--- src/design/cic_pkg.sv ---
// Package for the core interrupt control block: map, fields, timing.
`default_nettype none
package cic_pkg;
    // Avalon word byte addresses of the block's registers.
    localparam logic [3:0] CIC_ADDR_CORE = 4'h0;     // core_irq_control_reg
    localparam logic [3:0] CIC_ADDR_PFLAG_A = 4'h4;  // peripheral_flag_reg_a
    localparam logic [3:0] CIC_ADDR_PFLAG_B = 4'h8;  // peripheral_flag_reg_b
    localparam logic [3:0] CIC_ADDR_PEN_A = 4'hC;    // peripheral_enable_reg_a
    localparam logic [3:0] CIC_ADDR_PEN_B = 4'h0;    // word 4, see high bit
    localparam logic CIC_HI_B = 1'b1;                 // selects 0x10 / 0x14
    localparam logic [3:0] CIC_ADDR_OPT = 4'h4;      // option, at 0x14
    // Core control register bit positions.
    localparam int CIC_B_GIE = 7;
    localparam int CIC_B_PERIPHERAL_GROUP_IRQ_ENABLE = 6;
    localparam int CIC_B_TMR_EN = 5;
    localparam int CIC_B_EXT_EN = 4;
    localparam int CIC_B_PORT_EN = 3;
    localparam int CIC_B_TMR_FLG = 2;
    localparam int CIC_B_EXT_FLG = 1;
    localparam int CIC_B_PORT_FLG = 0;
    // Reset values.
    localparam logic [7:0] CIC_RST_BYTE = 8'h00;
    localparam logic [12:0] CIC_VECTOR = 13'h0004;
    localparam logic [12:0] CIC_PC_RST = 13'h0000;
    // Instruction-cycle clock and latency of the redirect.
    localparam int CIC_CLK_HZ = 10_000_000;
    localparam int CIC_LAT_CYC = 3;   // Q1 sample to redirect pulse
    // Phases of one instruction cycle.
    typedef enum logic [3:0] {
        CIC_Q1 = 4'b0001,
        CIC_Q2 = 4'b0010,
        CIC_Q3 = 4'b0100,
        CIC_Q4 = 4'b1000
    } cic_phase_t;
    // Core sequencer handshake carried as one bundle.
    typedef struct packed {
        logic redirect;      // flush, push pc, load vector
        logic [12:0] vector;
        logic wake;          // leave sleep
    } cic_core_req_t;
endpackage : cic_pkg
`default_nettype wire

--- src/design/cic_sync.sv ---
// Two-stage synchroniser with an active-edge detector behind it.
`default_nettype none
module cic_sync
    import cic_pkg::*;
(
    input wire logic mclk_i,     // Instruction clock.
    input wire logic reset_i,    // Asynchronous reset.
    input wire logic pin_i,      // Asynchronous pin.
    input wire logic rise_sel_i, // High selects rising edge.
    output logic edge_o          // One-cycle active-edge pulse.
);
    logic meta_q;
    logic sync_q;
    logic last_q;
    // The first stage feeds only the second stage.
    always_ff @(posedge mclk_i or posedge reset_i) begin
        if (reset_i) begin
            meta_q <= 1'b0;
            sync_q <= 1'b0;
            last_q <= 1'b0;
        end else begin
            meta_q <= pin_i;
            sync_q <= meta_q;
            last_q <= sync_q;
        end
    end
    // Edge polarity chosen by the select bit.
    assign edge_o = rise_sel_i ? (sync_q & ~last_q) : (~sync_q & last_q);
endmodule : cic_sync
`default_nettype wire

--- src/design/cic_avs.sv ---
// Avalon-MM slave front end: one waitrequest cycle, registered read data.
`default_nettype none
module cic_avs
    import cic_pkg::*;
(
    input wire logic mclk_i,          // Clock.
    input wire logic reset_i,         // Asynchronous reset.
    input wire logic read_i,          // Avalon read.
    input wire logic write_i,         // Avalon write.
    input wire logic [31:0] rmux_i,   // Selected read value.
    output logic waitrequest_o,       // Low on the accepting edge.
    output logic [31:0] readdata_o,   // Read data.
    output logic wr_stb_o             // Write takes effect this edge.
);
    logic wait_q;
    logic [31:0] rd_q;
    // One wait cycle gives the read mux a full cycle before data stands.
    // Waitrequest is kept as its own flop so the pin has no gate behind it.
    always_ff @(posedge mclk_i or posedge reset_i) begin
        if (reset_i) begin
            wait_q <= 1'b1;
            rd_q <= 32'h0000_0000;
        end else begin
            wait_q <= ~((read_i | write_i) & wait_q);
            if (read_i & wait_q) begin
                rd_q <= rmux_i;
            end
        end
    end
    assign waitrequest_o = wait_q;
    assign readdata_o = rd_q;
    assign wr_stb_o = write_i & ~wait_q;
endmodule : cic_avs
`default_nettype wire

--- src/design/cic_top.sv ---
// Core interrupt control: flags, enables, redirect, return and wake.
// What this block does
// - Every reset clears all enables, so interrupts start disabled.
// - Request needs global and own enable; peripheral sources also need the group enable.
// - Flags latch on events regardless of any enable.
// - Jump flushes prefetch, clears global enable, pushes PC, loads 0004h.
// - With global enable clear, flags only; pending taken when set again.
// - Return instruction pops PC and sets global enable together.
// - Synchronous source: redirect three cycles after the Q1 sample that takes its flag.
// - Asynchronous source: same, but the two synchroniser stages set its flag two cycles later.
// - Latency is the same for one- and two-cycle instructions.
// - Pin flag may set during Q4-Q1, sampled every Q1.
// - Enabled clockless source wakes sleep; vector only if global enable.
// - After wake, the instruction after sleep runs before the branch.
// - Pin interrupt is edge triggered; select bit picks rise or fall.
// - Active edge sets pin flag; redirect needs global and pin enable.
// - Only the return PC is saved; other core registers untouched.
// - Loading the vector leaves the PC upper latch unchanged.
// - Global enable bit 7, group enable bit 6, reset zero, R/W.
// - Pin flag at bit 1, pin enable at bit 4.
`default_nettype none
module cic_top
    import cic_pkg::*;
#(
    parameter int PERIPH_W = 8 // Sources per peripheral flag register.
) (
    input wire logic mclk_i,                      // Instruction clock.
    input wire logic reset_i,                     // Any device reset.
    input wire logic [4:0] avs_address_i,         // Avalon byte address.
    input wire logic avs_read_i,                  // Avalon read.
    input wire logic avs_write_i,                 // Avalon write.
    input wire logic [31:0] avs_writedata_i,      // Avalon write data.
    output logic [31:0] avs_readdata_o,           // Avalon read data.
    output logic avs_waitrequest_o,               // Avalon waitrequest.
    input wire logic ext_pin_i,                   // External interrupt pin.
    input wire logic tmr_evt_i,                   // Timer overflow pulse.
    input wire logic port_evt_i,                  // Port change pulse.
    input wire logic [PERIPH_W-1:0] periph_a_evt_i, // Group A pulses.
    input wire logic [PERIPH_W-1:0] periph_b_evt_i, // Group B pulses.
    input wire logic [PERIPH_W-1:0] clockless_a_i,  // A bits that run asleep.
    input wire logic [PERIPH_W-1:0] clockless_b_i,  // B bits that run asleep.
    input wire logic insn_done_i,                 // Instruction boundary.
    input wire logic sleep_i,                     // Core is in sleep.
    input wire logic retirq_i,                    // Return instruction done.
    input wire logic [12:0] stack_top_i,          // Popped return address.
    input wire logic [12:0] pc_i,                 // Current PC to save.
    output logic redirect_o,                      // Flush and jump pulse.
    output logic push_o,                          // Push pc_push_o pulse.
    output logic [12:0] pc_push_o,                // Return address pushed.
    output logic [12:0] pc_load_o,                // New PC on load.
    output logic pc_load_o_en_o,                  // Load PC pulse.
    output logic wake_o,                          // Leave sleep pulse.
    output logic [3:0] phase_o                    // Q phase, one cycle late.
);
    logic gie_q, peripheral_group_irq_enable_q, tmr_en_q, ext_en_q, port_en_q;
    logic tmr_f_q, ext_f_q, port_f_q;
    logic [PERIPH_W-1:0] pfa_q, pfb_q, pea_q, peb_q;
    logic edge_sel_q;
    cic_phase_t phase_q;
    logic ext_edge, wr_stb, req, wake_req;
    logic fire, core_we;
    logic [31:0] rmux;
    logic [1:0] lat_q;
    logic pend_q;
    logic post_wake_q;
    cic_core_req_t core_q;
    logic push_q;
    logic [12:0] push_pc_q;
    logic ld_q;
    logic [12:0] ld_pc_q;
    logic [3:0] ph_o_q;

    // Bus slave shell.
    cic_avs u_avs (
        .mclk_i(mclk_i),
        .reset_i(reset_i),
        .read_i(avs_read_i),
        .write_i(avs_write_i),
        .rmux_i(rmux),
        .waitrequest_o(avs_waitrequest_o),
        .readdata_o(avs_readdata_o),
        .wr_stb_o(wr_stb)
    );

    // Pin is asynchronous, so it is synchronised before edge detection.
    cic_sync u_pin (
        .mclk_i(mclk_i),
        .reset_i(reset_i),
        .pin_i(ext_pin_i),
        .rise_sel_i(edge_sel_q),
        .edge_o(ext_edge)
    );

    // Address decode helpers.
    function automatic logic hit(input logic [4:0] a, input logic [3:0] lo,
                                 input logic hi);
        hit = (a[3:0] == lo) && (a[4] == hi);
    endfunction : hit

    // Write-with-set-priority: hardware event beats software clear.
    function automatic logic [PERIPH_W-1:0] flg_upd(
        input logic [PERIPH_W-1:0] cur, input logic [PERIPH_W-1:0] evt,
        input logic we, input logic [PERIPH_W-1:0] wd);
        flg_upd = (we ? wd : cur) | evt;
    endfunction : flg_upd

    // Read multiplexer; unmapped words read zero.
    always_comb begin
        rmux = 32'h0000_0000;
        if (hit(avs_address_i, CIC_ADDR_CORE, 1'b0)) begin
            rmux[CIC_B_GIE] = gie_q;
            rmux[CIC_B_PERIPHERAL_GROUP_IRQ_ENABLE] = peripheral_group_irq_enable_q;
            rmux[CIC_B_TMR_EN] = tmr_en_q;
            rmux[CIC_B_EXT_EN] = ext_en_q;
            rmux[CIC_B_PORT_EN] = port_en_q;
            rmux[CIC_B_TMR_FLG] = tmr_f_q;
            rmux[CIC_B_EXT_FLG] = ext_f_q;
            rmux[CIC_B_PORT_FLG] = port_f_q;
        end else if (hit(avs_address_i, CIC_ADDR_PFLAG_A, 1'b0)) begin
            rmux[PERIPH_W-1:0] = pfa_q;
        end else if (hit(avs_address_i, CIC_ADDR_PFLAG_B, 1'b0)) begin
            rmux[PERIPH_W-1:0] = pfb_q;
        end else if (hit(avs_address_i, CIC_ADDR_PEN_A, 1'b0)) begin
            rmux[PERIPH_W-1:0] = pea_q;
        end else if (hit(avs_address_i, CIC_ADDR_PEN_B, CIC_HI_B)) begin
            rmux[PERIPH_W-1:0] = peb_q;
        end else if (hit(avs_address_i, CIC_ADDR_OPT, CIC_HI_B)) begin
            rmux[0] = edge_sel_q;
        end
    end

    // Q-phase ring marks where Q1 sampling happens.
    always_ff @(posedge mclk_i or posedge reset_i) begin
        if (reset_i) begin
            phase_q <= CIC_Q1;
        end else begin
            case (phase_q)
                CIC_Q1: phase_q <= CIC_Q2;
                CIC_Q2: phase_q <= CIC_Q3;
                CIC_Q3: phase_q <= CIC_Q4;
                CIC_Q4: phase_q <= CIC_Q1;
                default: phase_q <= CIC_Q1;
            endcase
        end
    end

    // Write decode for the core control word, used only by the
    // global enable update.
    assign core_we = wr_stb && hit(avs_address_i, CIC_ADDR_CORE, 1'b0);

    // The jump fires when the latency count runs out. The global enable is
    // cleared on this same edge: clearing it a cycle later would let the
    // next Q1 sample re-arm the counter and jump a second time.
    assign fire = pend_q && (lat_q == 2'd0);

    // Core enables; all clear under any reset.
    always_ff @(posedge mclk_i or posedge reset_i) begin
        if (reset_i) begin
            gie_q <= 1'b0;
            peripheral_group_irq_enable_q <= 1'b0;
            tmr_en_q <= 1'b0;
            ext_en_q <= 1'b0;
            port_en_q <= 1'b0;
            edge_sel_q <= 1'b0;
        end else begin
            if (wr_stb && hit(avs_address_i, CIC_ADDR_CORE, 1'b0)) begin
                peripheral_group_irq_enable_q <= avs_writedata_i[CIC_B_PERIPHERAL_GROUP_IRQ_ENABLE];
                tmr_en_q <= avs_writedata_i[CIC_B_TMR_EN];
                ext_en_q <= avs_writedata_i[CIC_B_EXT_EN];
                port_en_q <= avs_writedata_i[CIC_B_PORT_EN];
            end
            if (wr_stb && hit(avs_address_i, CIC_ADDR_OPT, CIC_HI_B)) begin
                edge_sel_q <= avs_writedata_i[0];
            end
            // Redirect clears, return sets; hardware wins over software.
            if (fire) begin
                gie_q <= 1'b0;
            end else if (retirq_i) begin
                gie_q <= 1'b1;
            end else if (core_we) begin
                gie_q <= avs_writedata_i[CIC_B_GIE];
            end
        end
    end

    // Core flags latch regardless of enables; set beats write-clear.
    always_ff @(posedge mclk_i or posedge reset_i) begin
        if (reset_i) begin
            tmr_f_q <= 1'b0;
            ext_f_q <= 1'b0;
            port_f_q <= 1'b0;
        end else begin
            if (wr_stb && hit(avs_address_i, CIC_ADDR_CORE, 1'b0)) begin
                tmr_f_q <= avs_writedata_i[CIC_B_TMR_FLG] | tmr_evt_i;
                ext_f_q <= avs_writedata_i[CIC_B_EXT_FLG] | ext_edge;
                port_f_q <= avs_writedata_i[CIC_B_PORT_FLG] | port_evt_i;
            end else begin
                tmr_f_q <= tmr_f_q | tmr_evt_i;
                ext_f_q <= ext_f_q | ext_edge;
                port_f_q <= port_f_q | port_evt_i;
            end
        end
    end

    // Peripheral flags and enables.
    always_ff @(posedge mclk_i or posedge reset_i) begin
        if (reset_i) begin
            pfa_q <= '0;
            pfb_q <= '0;
            pea_q <= '0;
            peb_q <= '0;
        end else begin
            pfa_q <= flg_upd(pfa_q, periph_a_evt_i,
                wr_stb && hit(avs_address_i, CIC_ADDR_PFLAG_A, 1'b0),
                avs_writedata_i[PERIPH_W-1:0]);
            pfb_q <= flg_upd(pfb_q, periph_b_evt_i,
                wr_stb && hit(avs_address_i, CIC_ADDR_PFLAG_B, 1'b0),
                avs_writedata_i[PERIPH_W-1:0]);
            if (wr_stb && hit(avs_address_i, CIC_ADDR_PEN_A, 1'b0)) begin
                pea_q <= avs_writedata_i[PERIPH_W-1:0];
            end
            if (wr_stb && hit(avs_address_i, CIC_ADDR_PEN_B, CIC_HI_B)) begin
                peb_q <= avs_writedata_i[PERIPH_W-1:0];
            end
        end
    end

    // Request: core terms plus group-gated peripheral terms.
    assign req = gie_q & ((tmr_f_q & tmr_en_q)
        | (ext_f_q & ext_en_q) | (port_f_q & port_en_q)
        | (peripheral_group_irq_enable_q & (|(pfa_q & pea_q) | |(pfb_q & peb_q))));
    // Wake ignores the global enable; only clockless sources count.
    assign wake_req = (ext_f_q & ext_en_q) | (port_f_q & port_en_q)
        | (peripheral_group_irq_enable_q & (|(pfa_q & pea_q & clockless_a_i)
        | |(pfb_q & peb_q & clockless_b_i)));

    // Latency counter runs from Q1 sampling, never from the instruction
    // boundary, so one- and two-cycle instructions see the same delay.
    always_ff @(posedge mclk_i or posedge reset_i) begin
        if (reset_i) begin
            pend_q <= 1'b0;
            lat_q <= 2'd0;
            post_wake_q <= 1'b0;
            core_q <= '0;
        end else begin
            core_q.redirect <= 1'b0;
            core_q.wake <= 1'b0;
            core_q.vector <= CIC_VECTOR;
            if (sleep_i && wake_req) begin
                core_q.wake <= 1'b1;
                post_wake_q <= gie_q;
            end else if (post_wake_q && insn_done_i) begin
                post_wake_q <= 1'b0;
            end
            if (!pend_q) begin
                // Sampling only in Q1; a masked request just waits.
                if (req && phase_q == CIC_Q1 && !sleep_i && !post_wake_q) begin
                    pend_q <= 1'b1;
                    lat_q <= 2'(CIC_LAT_CYC - 1);
                end
            end else if (lat_q != 2'd0) begin
                lat_q <= lat_q - 2'd1;
            end else begin
                pend_q <= 1'b0;
                core_q.redirect <= 1'b1;
            end
        end
    end

    // Output registers: only the return PC is handed out for saving.
    always_ff @(posedge mclk_i or posedge reset_i) begin
        if (reset_i) begin
            push_q <= 1'b0;
            push_pc_q <= CIC_PC_RST;
            ld_q <= 1'b0;
            ld_pc_q <= CIC_PC_RST;
            ph_o_q <= CIC_Q1;
        end else begin
            push_q <= core_q.redirect;
            ld_q <= core_q.redirect | retirq_i;
            ph_o_q <= phase_q;
            if (core_q.redirect) begin
                push_pc_q <= pc_i;
                ld_pc_q <= core_q.vector;
            end else if (retirq_i) begin
                ld_pc_q <= stack_top_i;
            end
        end
    end

    // Redirect and wake are registered pulses straight from flops.
    assign redirect_o = core_q.redirect;
    assign wake_o = core_q.wake;
    assign push_o = push_q;
    assign pc_push_o = push_pc_q;
    assign pc_load_o_en_o = ld_q;
    assign pc_load_o = ld_pc_q;
    assign phase_o = ph_o_q;
endmodule : cic_top
`default_nettype wire

--- config.mk ---
export PLATFORM = sky130hd
export DESIGN_NAME = cic_top
export DESIGN_NICKNAME = d
export VERILOG_FILES = /design/src/design/cic_pkg.sv /design/src/design/cic_sync.sv /design/src/design/cic_avs.sv /design/src/design/cic_top.sv
export SDC_FILE = /design/constraint.sdc
export NUM_CORES = 1
export LEC_CHECK = 0
export BUFFER_PORTS_ARGS = -buffer_cell sky130_fd_sc_hd__buf_4
export CELL_PAD_IN_SITES_DETAIL_PLACEMENT = 1
export CELL_PAD_IN_SITES_GLOBAL_PLACEMENT = 1
export CORE_MARGIN = 2
export CORE_UTILIZATION = 43
export DETAILED_ROUTE_END_ITERATION = 10
export HOLD_SLACK_MARGIN = 0.05
export PLACE_DENSITY_LB_ADDON = 0.1
export SLEW_MARGIN = 30
export SYNTH_ARGS = -nofsm -noshare
export SYNTH_HDL_FRONTEND = slang
export SYNTH_HIERARCHICAL = 1
export SYNTH_SLANG_ARGS = --single-unit
--- constraint.sdc ---
create_clock -name mclk_i -period 5 [get_ports mclk_i]
set_input_delay 1.5 -clock mclk_i [delete_from_list [all_inputs] [get_ports mclk_i]]
set_output_delay 1.5 -clock mclk_i [all_outputs]
set_load 0.01 [all_outputs]
==> After elaboration in Yosys (flattened, before gate mapping) <==
Cells that the tools add are included.
{ "op_classes": {"muxes": 30, "n_eq_ne": 7, "reduce_logical": 32, "n_bitwise": 37, "n_addsub": 1} }
{ "op_table": {"columns": ["operator", "n"], "rows": [
  ["$mux 8", 6],
  ["$and 8x8->8", 4],
  ["$reduce_or 8->1", 4],
  ["$mux 13", 2],
  ["$logic_and 1x1->1", 18],
  ["$mux 1", 17],
  ["$or 8x8->8", 2],
  ["$or 1x1->1", 15],
  ["$pmux 4 s3", 1],
  ["$and 1x1->1", 11],
  ["$eq 4x3->1 const B", 2],
  ["$eq 4x4->1 const B", 2],
  ["$reduce_bool 2->1", 4],
  ["$mux 7", 1],
  ["$mux 2", 3],
  ["$not 1->1", 5],
  ["$eq 4x1->1 const B", 1],
  ["$eq 4x2->1 const B", 1],
  ["$logic_not 4->1", 1],
  ["$reduce_bool 3->1", 1],
  ["$logic_not 1->1", 2],
  ["$logic_not 2->1", 1],
  ["$ne 2x1->1 const B", 1],
  ["$reduce_and 2->1", 1],
  ["$sub 2x1->2 const B", 1]
]} }
{ "totals": {"output_inout_bits": 67, "word_cells": 137, "register_bits": 96} }

==> Depth between registers and ports, before layout <==
Gate-level depths: netlist of the first run.
{ "depth": {"ltp_word": 11, "depth_mapped": 7, "mapped_depth_nobuf": 6} }

==> Modules after synthesis <==
Netlist of the first run, hierarchy kept.
{ "modules_own_cells": {"columns": ["module", "area_each_um2", "cells_per_inst", "n_inst"], "rows": [
  ["cic_top", 3838.7, 340, 1],
  ["cic_avs", 1388.8, 72, 1],
  ["cic_sync", 101.3, 7, 1]
]} }

==> Least setup slack after synthesis of the first run <==
Ideal clock, no wire load.
{ "synth_timing": {"path_kind": "input-to-reg", "startpoint": "input avs_address_i[2]", "endpoint": "register u_avs.rd_q[1] (netlist: u_avs/readdata_o[1])", "n_path_buf": 2, "setup_time_ns": 0.125, "arrival_ns": 2.647, "slack_ns": 2.228, "stages": 6, "path_cell_list": "buf_2 buf_2 mux2_2 a22oi_1 nand2_1 mux2_4"} }
{ "synth_between": {"elab_chain_len": 7} }
{ "synth_lines": {"columns": ["element", "line", "source"], "rows": [
  ["from (decl)", "cic_top.sv:29", "input wire logic [4:0] avs_address_i,"],
  ["$logic_not 4->1", "cic_top.sv:97", "hit = (a[3:0] == lo) && (a[4] == hi);"],
  ["$logic_and 1x1->1", "cic_top.sv:97", null],
  ["$mux 7", "cic_top.sv:125", "end else if (hit(avs_address_i, CIC_ADDR_PEN_B, CIC_HI_B)) begin"],
  ["$mux 8", "cic_top.sv:123", "end else if (hit(avs_address_i, CIC_ADDR_PEN_A, 1'b0)) begin"],
  ["$mux 8", "cic_top.sv:121", "end else if (hit(avs_address_i, CIC_ADDR_PFLAG_B, 1'b0)) begin"],
  ["$mux 8", "cic_top.sv:119", "end else if (hit(avs_address_i, CIC_ADDR_PFLAG_A, 1'b0)) begin"],
  ["$mux 8 (*)", "cic_top.sv:110", "if (hit(avs_address_i, CIC_ADDR_CORE, 1'b0)) begin"],
  ["net rmux[1]", "cic_top.sv:62", "logic [31:0] rmux;"],
  ["to (signal assigned)", "cic_avs.sv:26", "rd_q <= rmux_i;"],
  ["to (decl)", "cic_avs.sv:16", "logic [31:0] rd_q;"]
]} }
Mark *: on every way through the listed nets, which the timed path passes. The rest lies on a longest branch.
A chain may end at the register's enable or synchronous reset.

==> Worst setup path in the final report of the first run <==
{ "layout_timing": {"startpoint": "register core_q, in the netlist redirect_o", "endpoint": "output redirect_o"} }
{ "layout_lines": {"columns": ["element", "line", "source"], "rows": [
  ["from (decl)", "cic_top.sv:66", "cic_core_req_t core_q;"],
  ["to (decl)", "cic_top.sv:47", "output logic redirect_o,"]
]} }
No word-level cell between the ends.

==> results of run 1 <==
## registers in the layout, summed over array words and instances, names as in the netlist, 2 cells and up
signal	cells
phase_q	4
pfb_q	8
pc_push_o	13
phase_o	4
pfa_q	8
pea_q	8
u_avs/readdata_o	32
peb_q	8
pc_load_o	13
lat_q	2
## per-stage QoR
| step | cell area, um^2 | setup slack [ns] | utilization, % |
|---|---|---|---|
| 2_1_floorplan | 5415 | 1.338 | - |
| 3_3_place_gp | 6605 | 1.798 | 54.76 |
| 3_5_place_dp | 6610 | 1.803 | 54.80 |
| 4_1_cts | 7193 | 2.069 | 59.64 |
| 5_1_grt | 7193 | 2.015 | 59.64 |
| 6_report | 7193 | 2.126 | 59.64 |
## placed cells by master, fill, tap and decap left out, types with 2 or more instances in the layout
master / Yosys / routed
sky130_fd_sc_hd__a211o_1: 3 / 3
sky130_fd_sc_hd__a21oi_1: 2 / 2
sky130_fd_sc_hd__a221oi_1: 2 / 2
sky130_fd_sc_hd__a22o_1: 2 / 2
sky130_fd_sc_hd__a22oi_1: 20 / 20
sky130_fd_sc_hd__a31o_2: 2 / 2
sky130_fd_sc_hd__and2_1: 3 / 3
sky130_fd_sc_hd__buf_4: 4 / 150
sky130_fd_sc_hd__bufinv_16: 0 / 2
sky130_fd_sc_hd__clkbuf_1: 3 / 2
sky130_fd_sc_hd__clkbuf_16: 0 / 17
sky130_fd_sc_hd__clkbuf_8: 0 / 4
sky130_fd_sc_hd__clkinv_2: 0 / 4
sky130_fd_sc_hd__clkinvlp_4: 0 / 2
sky130_fd_sc_hd__conb_1: 2 / 25
sky130_fd_sc_hd__dfrtp_1: 117 / 116
sky130_fd_sc_hd__dfstp_2: 3 / 3
sky130_fd_sc_hd__inv_1: 12 / 11
sky130_fd_sc_hd__mux2_2: 35 / 35
sky130_fd_sc_hd__mux2_4: 33 / 33
sky130_fd_sc_hd__mux2i_1: 15 / 15
sky130_fd_sc_hd__nand2_1: 53 / 53
sky130_fd_sc_hd__nand2_2: 2 / 2
sky130_fd_sc_hd__nand2b_1: 4 / 4
sky130_fd_sc_hd__nand3_1: 21 / 21
sky130_fd_sc_hd__nand3b_1: 16 / 16
sky130_fd_sc_hd__nand4_1: 5 / 5
sky130_fd_sc_hd__nor2_1: 17 / 17
sky130_fd_sc_hd__nor4b_1: 2 / 2
sky130_fd_sc_hd__o21ai_0: 12 / 12
## final cells by class
| type | instances | area share (%) |
|---|---|---|
| Tap cell | 168 | 2.922 |
| Timing Repair Buffer | 150 | 15.65 |
| Clock inverter | 8 | 1.322 |
| Clock buffer | 23 | 6.784 |
| Inverter | 12 | 0.6958 |
| Multi-Input combinational cell | 293 | 30.81 |
| Sequential cell | 120 | 41.82 |
## how the worst max path moves through the flow
stage | to | slack, ns | cells past startpoint | startpoint
after global placement | pfb_q[5]$_DFF_PP0_ | 1.80 | 6 | avs_address_i[4]
final | redirect_o | 2.13 | 1 | redirect_o$_DFF_PP0_
after global routing | redirect_o | 2.01 | 1 | redirect_o$_DFF_PP0_
after CTS | redirect_o | 2.07 | 1 | redirect_o$_DFF_PP0_
after floorplan | core_q[3]$_DFF_PP0_ | 1.34 | 1 | reset_i
after detailed placement | pfb_q[7]$_DFF_PP0_ | 1.80 | 6 | avs_address_i[4]
## logic make-up after synthesis
family	synth area share, %
AOI/OAI and AO/OA	6.222
adders and majority gates	0.2348
buffers and inverters	3.616
DFF	56.42
muxes	19.51
other	0.1409
and+or+nand+nor	13.85
## cell usage after synthesis (all sizes together) (4+ instances only)
cell,count
dfrtp,117
mux2,68
nand2,56
nand3,21
a22oi,20
nor2,19
nand3b,17
mux2i,15
buf,14
o21ai,13
inv,12
nand4,5
nand2b,4
## metal layers
metal,share of wire (%),up-vias
li1,-,1818
met1,41,2020
met2,51,131
met3,6.6,22
met4,1.9,0
met5,0,-
## power groups by stage
stage | clock network (W) | registers, W | logic, W
floorplan | 0 | 0.00134 | 0.000346
global placement | 0 | 0.00130 | 0.000704
detailed placement | 0 | 0.00132 | 0.000734
CTS | 0.00122 | 0.00130 | 0.000739
global route | 0.00127 | 0.00133 | 0.000786
finish | 0.00120 | 0.00130 | 0.000728
==> metrics.md, run 1 <==
| Metric | Value |
|---|---|
| Slowest-stage cell, CP | sky130_fd_sc_hd__dfrtp_2 |
| Detail Route Antenna Nets | 0 |
| Count of endpoints failing setup in the final report | 0 |
| Number of endpoints with negative hold slack in the final report | 0 |
| Die Outline Area | about 13000 um^2 |
| Clock edge transition at the registers on the reported setup and hold paths | 0.05 ns |
| Share of async-settable or async-resettable flops after synthesis | 100.0% |
| Number of I/O pins | 172 |
| Met3 Track Usage GR | 7.749% |
| Power density over the cells | 449.3 nW/um^2 |
| Psw | 0.0008724 W |
| Chip Height | 115.3 um |
| Setup TNS | 0 ns |
| Final routed wirelength across all metal layers | between 10000 and 15000 um |
| Worst-case hold path end point | u_pin/sync_q$_DFF_PP0_ |
| Crit path cell chain | buf_4 |
| Total placed cells including tap cells | 743 |
| Routed length per instance | between 15 and 20 um |
| Number of inserted diodes | 0 |
| Category of the critical setup timing path | register to output pin |
| Share of the yosys chip area belonging to registers | 56.42% |
| Met2 demand-to-capacity share in global routing | 38.83% |
| Primary FF master, synth | sky130_fd_sc_hd__dfrtp_1 |
| Number of design-rule violations left by the first detailed-router iteration | 176 |
| Maximum clock path buffer count | 2 |
| Area growth syn-to-layout | 34.98% |
| Launch instance of the worst register-to-register path | phase_q[0]$_DFF_PP1_ |
| Number of vias after detailed routing | ~4000 |
| Port Buffers | 147 |
| First-pass GRT wire length | 22910 um |
| Layout fillers | 1284 |
| Fin nets | 700 |
| Insertion delay to the later sink of the worst-skew pair | between 0.4 and 0.5 ns |
| Number of stages on the worst hold path | 0 |
| Effective utilization at floorplan | 44.18% |
| Outcome | complete, no violations |
| Total DRC errors in the routed layout | 0 |
| Largest delay contributor family on the critical path | flip-flops |
| Relative slew slack | 57.32% |
| Ratio of cells with drive above 1 in the final layout | 43.89% |
| Mean area per synthesized cell | 12.72 um^2 |
| Max-slew violation count | 0 |
| Number of gates given a new drive strength after cts | 0 |
| Post-route insts no fill | 774 |
| Portion of synthesized cell area occupied by the leading cell type | 54.94% |
| RSZ-0062 raised after global routing | false |
| Data required time of the critical path | between 3 and 4 ns |
| Buf+Inv Stages, Crit Path | 1 |
| Fin Hold WS | 0.3695 ns |
| Max-capacitance violation count | 0 |
| Area contributors post-synth | sky130_fd_sc_hd__dfrtp_1, sky130_fd_sc_hd__mux2_4, sky130_fd_sc_hd__mux2_2, sky130_fd_sc_hd__nand2_1, sky130_fd_sc_hd__a22oi_1 |
| Total CTS buffers | 17 |
| Switching power share of the total | between 20% and 30% |
| Core Region | 12060 um^2 |
| CTS tree | built |
| CTS hold repair buffers | 0 |
| Cell accounting for the most synthesized area | sky130_fd_sc_hd__dfrtp_1 |
| Flip-flop and latch count after synthesis | 120 |
| Fraction of power consumed by sequential logic | slightly above 40% |
| Tcrit/Tclk final | 57.49% |
| Largest fanout on the critical path | 30 |
| Lkg Pwr | 3.559 nW |
| Reg area | roughly 3000 um^2 |
| Shortest clock period the worst path allows after layout | 2.874 ns |
| Fmax | 347.9 MHz |
| Type of the most critical hold path | register to register |
| Most crowded layer after global routing | met2 |
| Int Pwr | 0.002359 W |
| Synth warnings | 6 |
| Worst slew pin tran | 0.6355 ns |
| HPWL Detailed | 10190 um |
| Number of antenna violations at the first check in global routing | 0 |
| Reg-to-reg setup timing slack | 3.29 ns |
| Clk network pwr share | 37.2% |
| Final RePlAce weighted congestion | 0.8494 |
| Worst clock skew | 0.007913 ns |
| Largest vdd supply drop | 0.2344 mV |
| Via/cell ratio | approximately 5.2 |
| Number of instances in the synthesized netlist | 419 |
| Die W | 115.3 um |
| Kind of start point of the critical path | register |
| Total design power | 0.003232 W |
| Number of flops mapped to enable cells by yosys | 0 |
| Pre-antenna DRT Iters | 4 |
| Number of global-route vias before repair | 4326 |
| Number of library cell types mapped by synthesis | 48 |
| # rows | 40 |
| H-tree depth | 4 |
| Cell area after synthesis | about 5300 um^2 |
| Fraction of met1 tracks used by global routing | 28.59% |
| Area occupied by multi-input gates | 2216 um^2 |
| End of the worst register-to-register path | lat_q[0]$_DFFE_PP0P_ |
| Proportion of power drawn by combinational gates | 22.5% |
| Hold_sp | u_pin/meta_q$_DFF_PP0_ |
| Endpoint type of the worst setup path | output pin |
| Critical path's largest stage delay | 0.73 ns |
| Tot GR Track Use | 23.33% |
| GRT overflow | 0 |
| Root cell of the clock tree | sky130_fd_sc_hd__clkbuf_16 |
| Data arrival time of the worst path | 1.37 ns |
| Post-CTS Setup Inserts | 0 |
| Number of cell instances on the worst register-to-register path | 4 |
| Maximum number of pins on one net before global-route repair | 60 |
| Number of sinks driven by the clock tree | 120 |
Note: power is estimated with default switching activity, not from simulation.
==> run 2, diff against run 1 <==
--- a/config.mk
+++ b/config.mk
@@ -5,11 +5,12 @@
 export SDC_FILE = /design/constraint.sdc
 export NUM_CORES = 1
 export LEC_CHECK = 0
+export ABC_AREA = 1
 export BUFFER_PORTS_ARGS = -buffer_cell sky130_fd_sc_hd__buf_4
 export CELL_PAD_IN_SITES_DETAIL_PLACEMENT = 1
 export CELL_PAD_IN_SITES_GLOBAL_PLACEMENT = 1
 export CORE_MARGIN = 2
-export CORE_UTILIZATION = 43
+export CORE_UTILIZATION = 34
 export DETAILED_ROUTE_END_ITERATION = 10
 export HOLD_SLACK_MARGIN = 0.05
 export PLACE_DENSITY_LB_ADDON = 0.1
==> constraint.sdc (replaced) <==
create_clock -name mclk_i -period 2.32 [get_ports mclk_i]
set_input_delay 0.696 -clock mclk_i [delete_from_list [all_inputs] [get_ports mclk_i]]
set_output_delay 0.696 -clock mclk_i [all_outputs]
set_load 0.01 [all_outputs]
==> run 2 against run 1 <==
Effect of this change:
- sequential cell count is the same
- clock skew grew 0.0024 ns
- non-clock buffer count grew 8
- register-to-register slack lost 2.5 ns
- setup slack lost 1.6 ns
- total power grew 100%
- final cell count grew 21%
- synthesized cell count grew 32%
- sequential share of layout area grew 0.53 points
- area after synthesis shrank 2.7%
- sequential power grew 110%
- critical endpoint is now avs_waitrequest_o
- largest cell class unchanged
==> metrics.md, run 2 <==
| Metric | Value |
|---|---|
| Fraction of power consumed by sequential logic | 41.0% (was 40.3%) |
| Largest delay contributor family on the critical path | flip-flops (unchanged) |
| Port Buffers | 147 (unchanged) |
| Tot GR Track Use | 18.83% (was 23.33%) |
| Lkg Pwr | 3.602 nW (was 3.559 nW) |
| Number of gates given a new drive strength after cts | 0 (unchanged) |
| Worst clock skew | 0.01033 ns (was 0.007913 ns) |
| Buf+Inv Stages, Crit Path | 1 (unchanged) |
| Power density over the cells | 920.6 nW/um^2 (was 449.3 nW/um^2) |
| Total DRC errors in the routed layout | 0 (unchanged) |
| # rows | 45 (was 40) |
| Detail Route Antenna Nets | 0 (unchanged) |
| Fin nets | 840 (was 700) |
| Critical Path Start | u_avs/waitrequest_o$_DFF_PP1_ (was redirect_o$_DFF_PP0_) |
| Pre-antenna DRT Iters | 4 (unchanged) |
| Switching power share of the total | 27.74% (was 27.00%) |
| Routed length per instance | 15.65 um (was 18.74 um) |
| Primary FF master, synth | sky130_fd_sc_hd__dfrtp_1 (unchanged) |
| Number of vias after detailed routing | 4490 (was 3991) |
| Number of antenna violations at the first check in global routing | 0 (unchanged) |
| Data required time of the critical path | 1.62 ns (was 3.50 ns) |
| Total placed cells including tap cells | 903 (was 743) |
| Layout fillers | 1760 (was 1284) |
| Number of instances in the synthesized netlist | 554 (was 419) |
| Maximum number of pins on one net before global-route repair | 85 (was 60) |
| Post-route insts no fill | 935 (was 774) |
| Chip Height | 127.5 um (was 115.3 um) |
| Max-capacitance violation count | 0 (unchanged) |
| Effective utilization at floorplan | 34.48% (was 44.18%) |
| Leading post-synthesis cells by instance count | sky130_fd_sc_hd__nand2_1, sky130_fd_sc_hd__dfrtp_1, sky130_fd_sc_hd__nand3_1 (was sky130_fd_sc_hd__dfrtp_1, sky130_fd_sc_hd__nand2_1, sky130_fd_sc_hd__mux2_2) |
| Number of endpoints with negative hold slack in the final report | 0 (unchanged) |
| Via/cell ratio | 4.802 (was 5.156) |
| Type of the most critical hold path | input pin to asynchronous set/reset pin (was register to register) |
| Crit path cell chain | buf_4 (unchanged) |
| Category of the critical setup timing path | register to output pin (unchanged) |
| Count of endpoints failing setup in the final report | 0 (unchanged) |
| Synth warnings | 6 (unchanged) |
| GRT overflow | 0 (unchanged) |
| Number of I/O pins | 172 (unchanged) |
| Count leader, synth | sky130_fd_sc_hd__nand2_1 (was sky130_fd_sc_hd__dfrtp_1) |
| Area growth syn-to-layout | 36.98% (was 34.98%) |
| Final RePlAce weighted congestion | 0.8107 (was 0.8494) |
| Root cell of the clock tree | sky130_fd_sc_hd__clkbuf_16 (unchanged) |
| Share of async-settable or async-resettable flops after synthesis | 100.0% (unchanged) |
| Slowest-stage cell, CP | sky130_fd_sc_hd__dfstp_2 (was sky130_fd_sc_hd__dfrtp_2) |
| Tcrit/Tclk final | 76.29% |
| Final routed wirelength across all metal layers | 14630 um (was 14500 um) |
| Die W | 127.5 um (was 115.3 um) |
| Int Pwr | 0.004724 W (was 0.002359 W) |
| RSZ-0062 raised after global routing | false (unchanged) |
| Reg area | 3007 um^2 (was 3008 um^2) |
| Maximum clock path buffer count | 2 (unchanged) |
| Largest register FFs | 32 (unchanged) |
| Area occupied by multi-input gates | 1923 um^2 (was 2216 um^2) |
| Data arrival time of the worst path | 1.07 ns (was 1.37 ns) |
| Insertion delay to the later sink of the worst-skew pair | 0.40 ns (was 0.42 ns) |
| Flip-flop and latch count after synthesis | 120 (unchanged) |
| Outcome | complete, no violations (unchanged) |
| Cell accounting for the most synthesized area | sky130_fd_sc_hd__dfrtp_1 (unchanged) |
| Ratio of cells with drive above 1 in the final layout | 29.32% (was 43.89%) |
| Cell area after synthesis | 5184 um^2 (was 5329 um^2) |
| Number of design-rule violations left by the first detailed-router iteration | 165 (was 176) |
| Kind of start point of the critical path | register (unchanged) |
| Relative slew slack | 62.95% (was 57.32%) |
| Number of sinks driven by the clock tree | 120 (unchanged) |
| Number of library cell types mapped by synthesis | 29 (was 48) |
| Fmax | around 570 MHz |
| Critical path's largest stage delay | 0.55 ns (was 0.73 ns) |
| Largest fanout on the critical path | 3 (was 30) |
| Total CTS buffers | 17 (unchanged) |
| Area contributors post-synth | sky130_fd_sc_hd__dfrtp_1, sky130_fd_sc_hd__nand2_1, sky130_fd_sc_hd__nand3_1, sky130_fd_sc_hd__inv_1, sky130_fd_sc_hd__o21ai_1 (was sky130_fd_sc_hd__dfrtp_1, sky130_fd_sc_hd__mux2_4, sky130_fd_sc_hd__mux2_2, sky130_fd_sc_hd__nand2_1, sky130_fd_sc_hd__a22oi_1) |
| Post-CTS Setup Inserts | 0 (unchanged) |
| First-pass GRT wire length | 23870 um (was 22910 um) |
| Worst slew pin tran | 0.5552 ns (was 0.6355 ns) |
| Number of global-route vias before repair | 4717 (was 4326) |
| Largest vdd supply drop | 0.4829 mV (was 0.2344 mV) |
| CTS hold repair buffers | 0 (unchanged) |
| Max-slew violation count | 0 (unchanged) |
| Number of flops mapped to enable cells by yosys | 0 (unchanged) |
| Setup TNS | 0 ns (unchanged) |
| Core Region | 15030 um^2 (was 12060 um^2) |
| Clk network pwr share | 37.8% (was 37.2%) |
| Highest-count cells in the layout ignoring fill and taps | sky130_fd_sc_hd__nand2_1, sky130_fd_sc_hd__buf_4, sky130_fd_sc_hd__dfrtp_1, sky130_fd_sc_hd__nand3_1, sky130_fd_sc_hd__inv_1 (was sky130_fd_sc_hd__buf_4, sky130_fd_sc_hd__dfrtp_1, sky130_fd_sc_hd__nand2_1, sky130_fd_sc_hd__mux2_2, sky130_fd_sc_hd__mux2_4) |
| CTS tree | built (unchanged) |
| Shortest clock period the worst path allows after layout | 1.770 ns |
| Endpoint type of the worst setup path | output pin (unchanged) |
| Die Outline Area | 16250 um^2 (was 13300 um^2) |
| Portion of synthesized cell area occupied by the leading cell type | 56.48% (was 54.94%) |
| Psw | 0.001813 W (was 0.0008724 W) |
| Share of the yosys chip area belonging to registers | 58.00% (was 56.42%) |
| Proportion of power drawn by combinational gates | 21.1% (was 22.5%) |
| Mean area per synthesized cell | 9.357 um^2 (was 12.72 um^2) |
| Clock edge transition at the registers on the reported setup and hold paths | 0.05 ns (about the same) |
| H-tree depth | 4 (unchanged) |
| Launch instance of the worst register-to-register path | u_avs/waitrequest_o$_DFF_PP1_ (was phase_q[0]$_DFF_PP1_) |
| Number of inserted diodes | 0 (unchanged) |
| HPWL Detailed | 10750 um (was 10190 um) |
[run 2: cell count changes after synthesis, moves of 10 or more]
cell / change
sky130_fd_sc_hd__a21oi_1: +20
sky130_fd_sc_hd__a22o_1: +10
sky130_fd_sc_hd__a22oi_1: -20
sky130_fd_sc_hd__inv_1: +32
sky130_fd_sc_hd__mux2_2: -22
sky130_fd_sc_hd__mux2_4: -33
sky130_fd_sc_hd__mux2i_1: -15
sky130_fd_sc_hd__nand2_1: +104
sky130_fd_sc_hd__nand3_1: +46
sky130_fd_sc_hd__nand3b_1: -16
sky130_fd_sc_hd__o21ai_1: +32
[run 2: routing by layer]
| layer | vias up | routed length, um | global-route usage, % |
|---|---|---|---|
| met5 | - | 0 | 0 |
| met4 | 0 | 89 | 4.654 |
| met3 | 7 | 844 | 5.988 |
| met2 | 108 | 7098 | 30.70 |
| met1 | 2206 | 6599 | 24.46 |
| li1 | 2169 | - | - |
[run 2: final timing paths]
kind / cells after the start / slack [ns] / end
worst max-delay path: 1 / 0.55 / avs_waitrequest_o
worst min-delay path: 2 / 0.19 / u_pin/last_q$_DFF_PP0_
worst max register to register: 6 / 0.76 / pfa_q[5]$_DFF_PP0_
worst min register to register: 0 / 0.36 / u_pin/sync_q$_DFF_PP0_
max in group asynchronous: 3 / 1.52 / pea_q[7]$_DFFE_PP0P_
min in group mclk_i: 0 / 0.36 / u_pin/sync_q$_DFF_PP0_
[run 2: through the flow]
step | util (%) | hold slack, ns | power, W | instance area [um^2] | setup WS (ns)
global placement | 43.49 | 0.3370 | 0.004052 | 6538 | 0.1891
global route | 47.23 | 0.1784 | 0.006916 | 7101 | 0.3812
detailed placement | 43.49 | 0.3583 | 0.004123 | 6538 | 0.1722
CTS | 47.22 | 0.1685 | 0.006640 | 7098 | 0.5215
floorplan | - | 0.3312 | 0.003396 | 5274 | 0.5205
finish | 47.23 | 0.1872 | 0.006537 | 7101 | 0.5501
[run 2: final cells by class]
class                           count  share of cell area (%)
Inverter                           46                   2.485
Sequential cell                   120                   42.34
Clock inverter                      9                   1.022
Tap cell                          188                   3.313
Clock buffer                       23                   6.872
Multi-Input combinational cell    391                   27.08
Timing Repair Buffer              158                   16.88
[run 2: logic make-up (layout without fill, tap and decap cells)]
group                    count (synthesis)  count (layout)  synth area share [%]
buffers and inverters                   66             236                 6.614
AO/OA/AOI/OAI                           84              84                 9.510
flip-flops                             120             120                 58.00
AND/OR/NAND/NOR                        268             268                 22.66
multiplexers                            13              13                 2.824
adder cells (fa/ha/maj)                  1               1                0.2413
other                                    2              25                0.1449
[run 2: power by group through the flow]
stage | clock network (W) | logic [W] | registers, W
after global routing | 0.00265 | 0.00154 | 0.00273
after detailed placement | 0 | 0.00141 | 0.00271
after floorplan | 0 | 0.000608 | 0.00279
final | 0.00247 | 0.00138 | 0.00268
after global placement | 0 | 0.00136 | 0.00270
after CTS | 0.00254 | 0.00141 | 0.00269
==> run 3, diff against run 2 <==
--- a/config.mk
+++ b/config.mk
@@ -10,7 +10,7 @@
 export CELL_PAD_IN_SITES_DETAIL_PLACEMENT = 1
 export CELL_PAD_IN_SITES_GLOBAL_PLACEMENT = 1
 export CORE_MARGIN = 2
-export CORE_UTILIZATION = 34
+export CORE_UTILIZATION = 38
 export DETAILED_ROUTE_END_ITERATION = 10
 export HOLD_SLACK_MARGIN = 0.05
 export PLACE_DENSITY_LB_ADDON = 0.1
==> constraint.sdc (replaced) <==
create_clock -name mclk_i -period 1.7 [get_ports mclk_i]
set_input_delay 0.51 -clock mclk_i [delete_from_list [all_inputs] [get_ports mclk_i]]
set_output_delay 0.51 -clock mclk_i [all_outputs]
set_load 0.01 [all_outputs]
==> run 3 against run 2 <==
Effect of this change:
- core utilization rose by 7.5 points
- worst hold slack improved by 0.015 ns
- combinational power rose by 39%
- sequential power rose by 36%
- count of clock-buffer cells in the layout rose by 2
- via count rose by 1.3%
- sequential cell count did not move
- largest power group is now the clock network
- final area rose by 2.5%
- final cell count rose by 0.11%
- clock power rose by 57%
==> metrics.md, run 3 (synthesis gave the netlist of run 2 again) <==
| Metric | Value |
|---|---|
| GRT overflow | 0 (unchanged) |
| Post-route insts no fill | 936 (was 935) |
| Port Buffers | 147 (unchanged) |
| Number of design-rule violations left by the first detailed-router iteration | 214 (was 165) |
| Worst clock skew | 0.004042 ns (was 0.01033 ns) |
| Routed length per instance | 16.03 um (was 15.65 um) |
| Largest register FFs | 32 (unchanged) |
| HPWL Detailed | 10830 um (was 10750 um) |
| Number of cell instances on the worst register-to-register path | 7 (was 6) |
| Chip Height | 120.8 um (was 127.5 um) |
| RSZ-0062 raised after global routing | false (unchanged) |
| Data arrival time of the worst path | 1.13 ns (was 1.07 ns) |
| Number of sinks driven by the clock tree | 120 (unchanged) |
| Core Region | 13300 um^2 (was 15030 um^2) |
| Maximum number of pins on one net before global-route repair | 85 (unchanged) |
| Number of vias after detailed routing | 4550 (was 4490) |
| Tcrit/Tclk final | a little over nine tenths |
| Kind of start point of the critical path | register (unchanged) |
| Worst Setup EP | redirect_o (was avs_waitrequest_o) |
| Number of endpoints with negative hold slack in the final report | 0 (unchanged) |
| Largest vdd supply drop | 0.9997 mV (was 0.4829 mV) |
| Power density over the cells | 1297 nW/um^2 (was 920.6 nW/um^2) |
| End of the worst register-to-register path | pfa_q[1]$_DFF_PP0_ (was pfa_q[5]$_DFF_PP0_) |
| Pre-antenna DRT Iters | 4 (unchanged) |
| Die Outline Area | 14590 um^2 (was 16250 um^2) |
| Post-CTS Setup Inserts | 0 (unchanged) |
| Reg-to-reg setup timing slack | 0.18 ns (was 0.76 ns) |
| Root cell of the clock tree | sky130_fd_sc_hd__clkbuf_16 (unchanged) |
| Fmax | 611.0 MHz |
| Number of inserted diodes | 0 (unchanged) |
| Detail Route Antenna Nets | 0 (unchanged) |
| Number of global-route vias before repair | 4795 (was 4717) |
| Insertion delay to the later sink of the worst-skew pair | 0.41 ns (was 0.40 ns) |
| Outcome | complete, no violations (unchanged) |
| Total CTS buffers | 17 (unchanged) |
| Ratio of cells with drive above 1 in the final layout | 30.26% (was 29.32%) |
| Final routed wirelength across all metal layers | 15010 um (was 14630 um) |
| Effective utilization at floorplan | 38.99% (was 34.48%) |
| Max-slew violation count | 0 (unchanged) |
| Largest fanout on the critical path | 8 (was 3) |
| Data required time of the critical path | 1.19 ns (was 1.62 ns) |
| Clock edge transition at the registers on the reported setup and hold paths | 0.05 ns (about the same) |
| Fin Hold WS | 0.2022 ns (was 0.1872 ns) |
| Number of gates given a new drive strength after cts | 0 (unchanged) |
| Relative slew slack | 41.90% (was 62.95%) |
| Max-capacitance violation count | 0 (unchanged) |
| Category of the critical setup timing path | register to output pin (unchanged) |
| Type of the most critical hold path | input pin to register (was input pin to asynchronous set/reset pin) |
| Number of antenna violations at the first check in global routing | 0 (unchanged) |
| Via/cell ratio | 4.861 (was 4.802) |
| Endpoint type of the worst setup path | output pin (unchanged) |
| Launch instance of the worst register-to-register path | u_avs/waitrequest_o$_DFF_PP1_ (unchanged) |
| Total placed cells including tap cells | 903 (unchanged) |
| First-pass GRT wire length | 23960 um (was 23870 um) |
| CTS tree | built (unchanged) |
| Critical Path Start | redirect_o$_DFF_PP0_ (was u_avs/waitrequest_o$_DFF_PP1_) |
| CTS hold repair buffers | 1 (was 0) |
| # rows | 42 (was 45) |
| H-tree depth | 4 (unchanged) |
| Count of endpoints failing setup in the final report | 0 (unchanged) |
| Highest-count cells in the layout ignoring fill and taps | sky130_fd_sc_hd__buf_4, sky130_fd_sc_hd__nand2_1, sky130_fd_sc_hd__dfrtp_1, sky130_fd_sc_hd__nand3_1, sky130_fd_sc_hd__inv_1 (was sky130_fd_sc_hd__nand2_1, sky130_fd_sc_hd__buf_4, sky130_fd_sc_hd__dfrtp_1, sky130_fd_sc_hd__nand3_1, sky130_fd_sc_hd__inv_1) |
| Number of I/O pins | 172 (unchanged) |
| Fin nets | 853 (was 840) |
| Total DRC errors in the routed layout | 0 (unchanged) |
| Final RePlAce weighted congestion | 0.8115 (was 0.8107) |
| Tot GR Track Use | 21.40% (was 18.83%) |
| Worst slew pin tran | 0.8684 ns (was 0.5552 ns) |
| Shortest clock period the worst path allows after layout | 1.637 ns |
| Most common cell after layout, fill and taps aside | sky130_fd_sc_hd__buf_4 |
| Die W | 120.8 um (was 127.5 um) |
| Maximum clock path buffer count | 2 (unchanged) |
| Lkg Pwr | 3.698 nW (was 3.602 nW) |
| Area growth syn-to-layout | 40.45% (was 36.98%) |
-- run 3: changes by cell type in the layout (fill, tap and decap cells not counted), sizes merged --
cell / change
buf: +12
dlygate4sd3: +1
clkbuf: +2
bufinv: +3
clkinv: -5
-- run 3: power breakdown --
part	internal (W)	total, W	switching, W
registers	0.00334	0.00365	0.000312
clock network	0.00264	0.00387	0.00123
logic	0.000977	0.00192	0.000941
-- run 3: final cells by class --
class	instances	area, um^2
clock buffers	25	505.5
clock inverters	7	137.6
fillers	1538	6015
inverters	46	176.4
multi-input cells	391	1923
flip-flops and latches	120	3007
well taps	176	220.2
repair buffers	171	1311
-- run 3: worst max-delay path, stage by stage (launching register included) --
cell,delay (ns)
sky130_fd_sc_hd__dfrtp_1,0.40
sky130_fd_sc_hd__buf_4,0.18
sky130_fd_sc_hd__buf_4,0.14
-- run 3: metrics by stage --
stage / setup TNS, ns / setup slack [ns] / total power [W] / cell area, um^2 / utilization, %
floorplan: 0 / 0.01636 / 0.004636 / 5276 / -
global placement: -0.4329 / -0.07715 / 0.005529 / 6628 / 49.85
detailed placement: -0.8981 / -0.09796 / 0.005641 / 6628 / 49.85
CTS: 0 / 0.03390 / 0.009551 / 7281 / 54.76
global route: 0 / 0.01619 / 0.009913 / 7281 / 54.76
finish: 0 / 0.06322 / 0.009444 / 7281 / 54.76
-- run 3: metal layers --
metal / wire length (um) / vias up / GRT usage (%) / part of all wire, %
li1: - / 2185 / - / -
met1: 6664 / 2230 / 27.19 / 44
met2: 7489 / 115 / 35.77 / 50
met3: 588 / 20 / 4.387 / 3.9
met4: 265 / 0 / 8.503 / 1.8
met5: 0 / - / 0 / 0
-- run 3: worst min-delay path by stage --
stage / from / cells after the start / slack, ns / endpoint
after CTS: ext_pin_i / 1 / 0.18 / u_pin/meta_q$_DFF_PP0_
after global routing: ext_pin_i / 1 / 0.19 / u_pin/meta_q$_DFF_PP0_
after detailed placement: u_pin/meta_q$_DFF_PP0_ / 0 / 0.34 / u_pin/sync_q$_DFF_PP0_
final: ext_pin_i / 1 / 0.20 / u_pin/meta_q$_DFF_PP0_
after global placement: u_pin/meta_q$_DFF_PP0_ / 0 / 0.34 / u_pin/sync_q$_DFF_PP0_
after floorplan: reset_i / 1 / 0.26 / u_pin/last_q$_DFF_PP0_
